===== src/rtl/spa_pkg.sv =====
package spa_pkg;
	localparam int ADDR_W = 16;
	localparam logic [15:0] OFS_CTRL0 = 16'h1983;
	localparam logic [15:0] OFS_MASK = 16'h1997;
	localparam logic [15:0] OFS_RDI2 = 16'h19c9;
	localparam logic [15:0] OFS_RDI1 = 16'h19ca;
	localparam logic [15:0] OFS_RDI0 = 16'h19cb;
	localparam logic [15:0] OFS_SW_RDI = 16'h19cc;
	localparam logic [15:0] OFS_STATUS = 16'h19cd;
	localparam logic [7:0] RST_CTRL0 = 8'h00;
	localparam logic [7:0] RST_MASK = 8'h00;
	localparam logic [7:0] RST_RDI = 8'h00;
	localparam logic [7:0] CTRL0_WMASK = 8'hfd;
	localparam int CTRL_AIS_BIT = 0;
	localparam int CTRL_RDI_SEL_LO = 3;
	localparam int EN_LO_BIT = 0;
	localparam int EN_HI_BIT = 4;
	localparam int CODE_LO_POS = 1;
	localparam int CODE_HI_POS = 5;
	localparam logic [1:0] RDI_SEL_AUTO = 2'h0;
	localparam logic [1:0] RDI_SEL_SW = 2'h1;
	localparam logic [3:0] ROW_J1 = 4'h0;
	localparam logic [3:0] ROW_B3 = 4'h1;
	localparam logic [3:0] ROW_G1 = 4'h3;
	localparam logic [7:0] ALL_ONES = 8'hff;
	localparam logic [7:0] IDLE_BYTE = 8'h00;
	localparam logic [4:0] G1_LOW_BITS = 5'h00;
	localparam int FIFO_W = 8;
	localparam int FIFO_D = 16;

	typedef enum logic [2:0] {
		SLOT_TOH, SLOT_H1, SLOT_H2, SLOT_H3, SLOT_POH, SLOT_PAY
	} spa_slot_kind_t;

	typedef struct packed {
		logic valid;
		spa_slot_kind_t kind;
		logic [3:0] row;
		logic [7:0] toh;
	} spa_slot_t;

	typedef struct packed {
		logic plm;
		logic uneq;
		logic lop;
		logic ais;
		logic tim;
		logic lcd;
	} spa_defect_t;
endpackage


===== src/rtl/spa_path_insert.sv =====
`timescale 1ns/100ps
`default_nettype none

module spa_fifo #(
	parameter int WIDTH = 8,
	parameter int DEPTH = 16
) (
	input wire logic clock, // Byte clock.
	input wire logic rst_n, // Asynchronous reset, active low.
	input wire logic wr_valid, // Write side offers a word.
	input wire logic [WIDTH-1:0] wr_data, // Write word.
	output logic wr_ready, // Room for a word.
	output logic rd_valid, // A word is available.
	output logic [WIDTH-1:0] rd_data, // Oldest word.
	input wire logic rd_ready // Read side takes the word.
);
	localparam int AW = $clog2(DEPTH);
	logic [WIDTH-1:0] mem_q [DEPTH];
	logic [AW-1:0] wp_q, wp_d, rp_q, rp_d;
	logic [AW:0] cnt_q, cnt_d;
	logic full_q, full_d;
	logic push, pop;
	always_comb begin
		push = wr_valid && !full_q;
		pop = rd_ready && (cnt_q != '0);
		wp_d = push ? wp_q + 1'b1 : wp_q;
		rp_d = pop ? rp_q + 1'b1 : rp_q;
		cnt_d = cnt_q + {{AW{1'b0}}, push} - {{AW{1'b0}}, pop};
		full_d = (cnt_d == (AW+1)'(DEPTH));
	end
	always_ff @(posedge clock or negedge rst_n) begin
		if (!rst_n) begin
			wp_q <= '0;
			rp_q <= '0;
			cnt_q <= '0;
			full_q <= 1'b0;
		end else begin
			wp_q <= wp_d;
			rp_q <= rp_d;
			cnt_q <= cnt_d;
			full_q <= full_d;
		end
	end
	always_ff @(posedge clock) begin
		if (push) begin
			mem_q[wp_q] <= wr_data;
		end
	end
	assign wr_ready = !full_q;
	assign rd_valid = (cnt_q != '0);
	assign rd_data = mem_q[rp_q];
endmodule // spa_fifo

// How it works
// Even BIP-8 of envelope goes in next B3.
// Far end checks prior envelope with B3.
// Computed B3 XORed with error mask.
// Mask resets zero; keep zero normally.
// AIS force makes whole envelope all ones.
// AIS force also sets H1-H3 all ones.
// AIS force discards incoming cell data.
// RDI from auto, software or external input.
// Six receive defects can raise RDI.
// Select 00 derives G1 bits 7:5 automatically.
// Mismatch code held in byte 2 bits 3:1.
// Byte 2 bit 0 enables mismatch reaction.
// Auto code lasts while defect stays declared.
// G1 is path status byte with RDI.
// Fixed priority: AIS, LOP first, PLM last.
// Settings change only at envelope boundary.
module spa_path_insert (
	input wire logic clock, // 20 MHz byte clock.
	input wire logic rst_n, // Asynchronous reset, active low.
	input wire logic [15:0] reg_addr, // Register address.
	input wire logic [7:0] reg_wdata, // Register write data.
	input wire logic reg_wr, // Register write strobe.
	input wire logic reg_rd, // Register read strobe.
	output logic [7:0] reg_rdata, // Read data, valid one cycle later.
	input wire spa_pkg::spa_slot_t slot, // Byte slot from overhead side.
	input wire logic [7:0] external_path_overhead_input, // External POH.
	input wire spa_pkg::spa_defect_t defects, // Receive defect levels.
	input wire logic in_valid, // Cell or packet byte offered.
	input wire logic [7:0] in_data, // Cell or packet byte.
	output logic in_ready, // Buffer has room.
	output logic out_valid, // Outgoing byte valid.
	output logic [7:0] out_byte // Outgoing byte.
);
	logic [7:0] ctrl_q, ctrl_d, mask_q, mask_d, rdi0_q, rdi0_d;
	logic [7:0] rdi1_q, rdi1_d, rdi2_q, rdi2_d, swr_q, swr_d, rdata_d;
	logic ais_s_q, ais_s_d;
	logic [7:0] mask_s_q, mask_s_d, r0_s_q, r0_s_d, r1_s_q, r1_s_d;
	logic [7:0] r2_s_q, r2_s_d, sw_s_q, sw_s_d;
	logic [1:0] sel_s_q, sel_s_d;
	logic [7:0] bip_q, bip_d, b3_q, b3_d, tx, out_d;
	logic ov_d;
	logic boundary, spe, ais_eff, f_valid, f_pop, poh, b3_slot, g1_slot;
	logic [7:0] f_data;
	logic [2:0] auto_code, g1_code;
	spa_fifo #(.WIDTH(spa_pkg::FIFO_W), .DEPTH(spa_pkg::FIFO_D)) u_fifo (
		.clock(clock),
		.rst_n(rst_n),
		.wr_valid(in_valid),
		.wr_data(in_data),
		.wr_ready(in_ready),
		.rd_valid(f_valid),
		.rd_data(f_data),
		.rd_ready(f_pop)
	);
	// Register file: live values written by software.
	always_comb begin
		ctrl_d = ctrl_q;
		mask_d = mask_q;
		rdi0_d = rdi0_q;
		rdi1_d = rdi1_q;
		rdi2_d = rdi2_q;
		swr_d = swr_q;
		rdata_d = 8'h00;
		if (reg_wr) begin
			unique case (reg_addr)
				spa_pkg::OFS_CTRL0: ctrl_d = reg_wdata & spa_pkg::CTRL0_WMASK;
				spa_pkg::OFS_MASK: mask_d = reg_wdata;
				spa_pkg::OFS_RDI0: rdi0_d = reg_wdata;
				spa_pkg::OFS_RDI1: rdi1_d = reg_wdata;
				spa_pkg::OFS_RDI2: rdi2_d = reg_wdata;
				spa_pkg::OFS_SW_RDI: swr_d = reg_wdata;
				default: ;
			endcase
		end
		if (reg_rd) begin
			unique case (reg_addr)
				spa_pkg::OFS_CTRL0: rdata_d = ctrl_q;
				spa_pkg::OFS_MASK: rdata_d = mask_q;
				spa_pkg::OFS_RDI0: rdata_d = rdi0_q;
				spa_pkg::OFS_RDI1: rdata_d = rdi1_q;
				spa_pkg::OFS_RDI2: rdata_d = rdi2_q;
				spa_pkg::OFS_SW_RDI: rdata_d = swr_q;
				spa_pkg::OFS_STATUS: rdata_d = {3'h0, !f_valid, auto_code, ais_s_q};
				default: rdata_d = 8'h00;
			endcase
		end
	end
	always_ff @(posedge clock or negedge rst_n) begin
		if (!rst_n) begin
			ctrl_q <= spa_pkg::RST_CTRL0;
			mask_q <= spa_pkg::RST_MASK;
			rdi0_q <= spa_pkg::RST_RDI;
			rdi1_q <= spa_pkg::RST_RDI;
			rdi2_q <= spa_pkg::RST_RDI;
			swr_q <= spa_pkg::RST_RDI;
			reg_rdata <= 8'h00;
		end else begin
			ctrl_q <= ctrl_d;
			mask_q <= mask_d;
			rdi0_q <= rdi0_d;
			rdi1_q <= rdi1_d;
			rdi2_q <= rdi2_d;
			swr_q <= swr_d;
			reg_rdata <= rdata_d;
		end
	end
	// Shadow copies taken at J1 so one envelope never mixes settings.
	always_comb begin
		boundary = slot.valid && slot.kind == spa_pkg::SLOT_POH &&
			slot.row == spa_pkg::ROW_J1;
		spe = slot.valid && (slot.kind == spa_pkg::SLOT_POH ||
			slot.kind == spa_pkg::SLOT_PAY);
		ais_s_d = boundary ? ctrl_q[spa_pkg::CTRL_AIS_BIT] : ais_s_q;
		mask_s_d = boundary ? mask_q : mask_s_q;
		sel_s_d = boundary ? ctrl_q[spa_pkg::CTRL_RDI_SEL_LO +: 2] : sel_s_q;
		r0_s_d = boundary ? rdi0_q : r0_s_q;
		r1_s_d = boundary ? rdi1_q : r1_s_q;
		r2_s_d = boundary ? rdi2_q : r2_s_q;
		sw_s_d = boundary ? swr_q : sw_s_q;
		ais_eff = boundary ? ctrl_q[spa_pkg::CTRL_AIS_BIT] : ais_s_q;
		poh = slot.valid && slot.kind == spa_pkg::SLOT_POH;
		b3_slot = poh && slot.row == spa_pkg::ROW_B3;
		g1_slot = poh && slot.row == spa_pkg::ROW_G1;
	end
	always_ff @(posedge clock or negedge rst_n) begin
		if (!rst_n) begin
			ais_s_q <= 1'b0;
			mask_s_q <= spa_pkg::RST_MASK;
			sel_s_q <= spa_pkg::RDI_SEL_AUTO;
			r0_s_q <= spa_pkg::RST_RDI;
			r1_s_q <= spa_pkg::RST_RDI;
			r2_s_q <= spa_pkg::RST_RDI;
			sw_s_q <= spa_pkg::RST_RDI;
		end else begin
			ais_s_q <= ais_s_d;
			mask_s_q <= mask_s_d;
			sel_s_q <= sel_s_d;
			r0_s_q <= r0_s_d;
			r1_s_q <= r1_s_d;
			r2_s_q <= r2_s_d;
			sw_s_q <= sw_s_d;
		end
	end
	// Remote defect code selection with fixed priority.
	always_comb begin
		auto_code = 3'h0;
		if (defects.plm && r2_s_q[spa_pkg::EN_LO_BIT]) begin
			auto_code = r2_s_q[spa_pkg::CODE_LO_POS +: 3];
		end
		if (defects.lcd && r2_s_q[spa_pkg::EN_HI_BIT]) begin
			auto_code = r2_s_q[spa_pkg::CODE_HI_POS +: 3];
		end
		if (defects.uneq && r1_s_q[spa_pkg::EN_LO_BIT]) begin
			auto_code = r1_s_q[spa_pkg::CODE_LO_POS +: 3];
		end
		if (defects.tim && r1_s_q[spa_pkg::EN_HI_BIT]) begin
			auto_code = r1_s_q[spa_pkg::CODE_HI_POS +: 3];
		end
		if (defects.lop && r0_s_q[spa_pkg::EN_HI_BIT]) begin
			auto_code = r0_s_q[spa_pkg::CODE_HI_POS +: 3];
		end
		if (defects.ais && r0_s_q[spa_pkg::EN_LO_BIT]) begin
			auto_code = r0_s_q[spa_pkg::CODE_LO_POS +: 3];
		end
		unique case (sel_s_q)
			spa_pkg::RDI_SEL_AUTO: g1_code = auto_code;
			spa_pkg::RDI_SEL_SW: g1_code = sw_s_q[2:0];
			default: g1_code = external_path_overhead_input[7:5];
		endcase
	end
	// Outgoing byte, FIFO drain and path parity.
	always_comb begin
		f_pop = f_valid && (ais_eff ||
			(slot.valid && slot.kind == spa_pkg::SLOT_PAY));
		tx = slot.toh;
		unique case (slot.kind)
			default: tx = slot.toh;
			spa_pkg::SLOT_H1, spa_pkg::SLOT_H2, spa_pkg::SLOT_H3:
				tx = ais_eff ? spa_pkg::ALL_ONES : slot.toh;
			spa_pkg::SLOT_POH: begin
				if (slot.row == spa_pkg::ROW_B3) begin
					tx = b3_q ^ mask_s_q;
				end else if (slot.row == spa_pkg::ROW_G1) begin
					tx = {g1_code, spa_pkg::G1_LOW_BITS};
				end else begin
					tx = external_path_overhead_input;
				end
			end
			spa_pkg::SLOT_PAY: tx = f_valid ? f_data : spa_pkg::IDLE_BYTE;
		endcase
		if (spe && ais_eff) begin
			tx = spa_pkg::ALL_ONES;
		end
		b3_d = boundary ? bip_q : b3_q;
		bip_d = boundary ? tx : (spe ? bip_q ^ tx : bip_q);
		ov_d = slot.valid;
		out_d = slot.valid ? tx : out_byte;
	end
	always_ff @(posedge clock or negedge rst_n) begin
		if (!rst_n) begin
			bip_q <= 8'h00;
			b3_q <= 8'h00;
			out_valid <= 1'b0;
			out_byte <= 8'h00;
		end else begin
			bip_q <= bip_d;
			b3_q <= b3_d;
			out_valid <= ov_d;
			out_byte <= out_d;
		end
	end
endmodule // spa_path_insert

`default_nettype wire


===== config.mk =====
export PLATFORM = sky130hd
export DESIGN_NAME = spa_path_insert
export DESIGN_NICKNAME = d
export VERILOG_FILES = /design/src/rtl/spa_pkg.sv /design/src/rtl/spa_path_insert.sv
export SDC_FILE = /design/constraint.sdc
export NUM_CORES = 1
export LEC_CHECK = 0
export ABC_AREA = 1
export BUFFER_PORTS_ARGS = -buffer_cell sky130_fd_sc_hd__buf_2
export CAP_MARGIN = 20
export CORE_AREA = 2 2 183 113
export DETAILED_ROUTE_END_ITERATION = 6
export DIE_AREA = 0 0 185 115
export GPL_TIMING_DRIVEN = 1
export PLACE_DENSITY = 0.91
export SKIP_CTS_REPAIR_TIMING = 1
export SLEW_MARGIN = 20
export SYNTH_ARGS = -nofsm -noshare
export SYNTH_HDL_FRONTEND = slang
export SYNTH_SLANG_ARGS = --single-unit

===== constraint.sdc =====
create_clock -name clock -period 2.9 [get_ports clock]
set_clock_uncertainty 0.05 [all_clocks]
set_input_delay 0 -clock clock [delete_from_list [all_inputs] [get_ports clock]]
set_output_delay 0 -clock clock [all_outputs]
set_load 0.01 [all_outputs]

==> metrics.txt <==
CTS tree yes; synth top area cells edfxtp_1 (33%), dfrtp_1 (28%), nand2_1 (11%), o21ai_0 (5.2%), inv_1 (3.8%); PwrDens around 800 nW/µm²; Synth Area in Adders 1.35%; most used cell, CP inv_1; DRT Pass-1 Iters 7; number of fill cells in the layout 1329; wire length per cell 19.4 µm; Initial DRC Count 1514; Crit path max-delay family adder cells; Total GRT Usage 29.5%; Startpoint Class flip-flop; Max-Cap Viols 0; Mean Syn Cell Area roughly 9.5 µm²; Crit-path slowest cell fa_2; multiplexer share of the synthesized area 0%; vias in the first global route a little under 9000; part of the cycle the worst path needs a little over nine tenths; vias per cell 5.94; crit path buf inv count 5; Worst EP arrival 3140 ps; antenna violations before repair 1; required time worst endpoint roughly 3300 ps; Setup violations, final 0; async set-reset flop share out of synthesis between 50% and 60%; synthesis-to-layout area growth 16.7%; #FFs+latches synth between 200 and 300; worst vdd rail ir drop just over 0.0007 V; die width approximately 190 µm; port buffer count 84; Routability Congestion a little over 0.9; Setup TNS Final 0 ps; nets 1426; share of the synthesized area in the top cell type 33.0%; Yosys cell types just over 40; final antenna-violating net count 0; clk sinks 260; pin count of the biggest net entering global routing 80; Starting Density between 50% and 60%; worst stage delay on the critical path ~400 ps; Leak Pwr 6.09 nW; Final Max Slew Viols 0; critical path cell sequence inv_1 -> ha_1 -> and3_1 -> inv_1 -> nand2_1 -> inv_2 -> ha_1 -> inv_1 -> ha_1 -> inv_1 -> fa_2 -> o21ai_2 -> xnor2_1 -> nand3_1 -> nor2_1; multi-input logic area approximately 3800 µm²; first-pass GRT wire length 47900 µm; global route total overflow 0; core area between 15000 and 20000 µm²; Cells after DPL about 1600; die height ~120 µm; fmax roughly 360 MHz; HPWL Detailed 20300 µm; storage element area 7150 µm²; Synth Instances roughly 1200; Slew HR between 30% and 40%; Die ar. roughly 21000 µm²; status finished with violations; Clock H-tree levels 1; clk buf depth 3; clk root buf clkbuf_16; sequential area share after synthesis between 60% and 70%; I/O pins between 80 and 90; Ys Warns 0; largest family of logic cells by synthesized area simple AND/OR/NAND/NOR gates; violations in the final reports hold timing; via count 9729; diode count 0; Post-Syn Area about 12000 µm²; Mapped Nets approximately 1300; Synth Area in XOR/XNOR between 1 and 1.5%; final WL about 32000 µm; worst hold slack -51.7 ps; post-synthesis simple-gate area fraction 18.7%; DRC Markers 0; nature of the critical path endpoint flip-flop; CP Class flip-flop to flip-flop; Top FF cell, synth dfrtp_1; complex-gate fraction of the synthesized area 10.9%; share of layout cells above drive strength 1 between 10% and 20%; Rows 40; Cell Count, Final, Fillers Out approximately 1600; crit path time final roughly 2700 ps; Post-synth EDFFs between 100 and 150; largest fanout on the critical path 5; total CTS buffers 24; Hold Path Class primary input to flip-flop; worst-skew pair later-pin latency about 540 ps; Synth area leader edfxtp_1; Layout Utilization approximately 70%; clk slew on worst S/H paths 70 ps; Final Hold Fails 3; worst-margin pin slew 932 ps
-- kinds of logic after synthesis --
kind of cell    after synthesis
buf+inv                     175
simple gates                532
fa+ha+maj                    12
flops                       260
compound gates              226
xor+xnor                     18
-- synth_stat cells, types with 2 or more instances --
master    count
a21oi_1      25
a31oi_1       7
buf_1         5
buf_2        18
buf_4         3
buf_6         4
clkbuf_1     12
clkinv_1      3
dfrtp_1     132
edfxtp_1    128
ha_1         11
inv_1       119
inv_2         9
nand2_1     339
nand2_2       5
nand2_4       2
nand3_1      52
nand4_1       9
nor2_1      111
nor2_2        2
nor3_1        4
nor4_1        3
o211ai_1     36
o21ai_0     122
o21ai_1      23
o221ai_1      5
o22ai_1       4
xnor2_1       5
xor2_1       13
-- placed cells by master (no fill, tap or decap), drive strengths merged --
cell type / n
nand2: 346
clkinv: 9
nor3: 6
dlygate4sd3: 35
a22oi: 1
nor2: 115
inv: 130
o211ai: 36
nand4: 9
o21bai: 1
dfrtp: 132
edfxtp: 128
o22ai: 4
clkinvlp: 2
xor2: 13
ha: 11
nand3: 52
a31oi: 7
nor4: 3
clkbuf: 32
o21ai: 147
buf: 106
fa: 1
xnor2: 5
a21oi: 25
bufinv: 3
and3: 1
o221ai: 5
-- power breakdown --
group	total (W)	leakage [nW]	switching (W)	internal, W
Clock	0.00341	0.411	0.00143	0.00198
Sequential	0.00450	2.82	0.000214	0.00429
Combinational	0.00297	2.86	0.00204	0.000936
Total	0.0109	6.09	0.00368	0.00720
-- worst reg2reg max path: cells and delay by family (launching register included) --
kind            cells  cell delay, ps
compound gates      1             180
xor+xnor            1             160
simple gates        4             510
buf+inv             5             360
flops               1             390
fa+ha+maj           4            1010
-- registers in the layout, summed over array words and instances (netlist names), 2 cells and up --
name and flops:
u_fifo.mem_q 128, b3_q 8, bip_q 8, mask_q 8
mask_s_q 8, out_byte 8, r0_s_q 8, r1_s_q 8
r2_s_q 8, rdi0_q 8, rdi1_q 8, rdi2_q 8
reg_rdata 8, swr_q 8, ctrl_q 7, u_fifo.cnt_q 5
u_fifo.rp_q 4, u_fifo.wp_q 4, sw_s_q 3, sel_s_q 2
-- path summary, 6_finish.rpt --
path	endpoint	startpoint	depth (start not counted)	slack (ps)
worst max-delay path	u_fifo.full_q$_DFF_PN0_	u_fifo.cnt_q[3]$_DFF_PN0_	15	160
worst min-delay path	out_byte[1]$_DFFE_PN0P_	external_path_overhead_input[1]	5	-50
worst max register to register	u_fifo.full_q$_DFF_PN0_	u_fifo.cnt_q[3]$_DFF_PN0_	15	160
worst min register to register	r1_s_q[0]$_DFFE_PN0N_	r1_s_q[0]$_DFFE_PN0N_	2	430
max in group asynchronous	u_fifo.wp_q[3]$_DFFE_PN0P_	rst_n	3	2040
min in group asynchronous	r1_s_q[0]$_DFFE_PN0N_	rst_n	2	20
-- routing by layer --
layer,vias up,track usage (%),wire [µm],part of all wire [%]
met1,4550,43.6,12500,39
met4,2,7.35,1020,3.2
met3,127,9.88,4920,15
li1,4300,-,-,-
met5,-,0,13,0.041
met2,750,42.3,13300,42
-- metrics by stage --
stage,total power [W],area [µm²],setup WS (ps)
4_1_cts,0.0107,13200,69.0
6_report,0.0109,13600,158
2_1_floorplan,0.00640,11600,434
5_1_grt,0.0113,13600,-13.0
3_5_place_dp,0.00730,12400,26.1
3_3_place_gp,0.00713,12400,267
-- cell type report --
class | instances | share of cell area (%)
clock inverter | 12 | 1.09
inverter | 132 | 3.67
sequential | 260 | 52.7
clock buffer | 32 | 5.16
timing repair buffer | 141 | 7.13
tap | 273 | 2.52
multi-input combinational | 788 | 27.8
No activity file was read; power rests on OpenSTA's default activity.
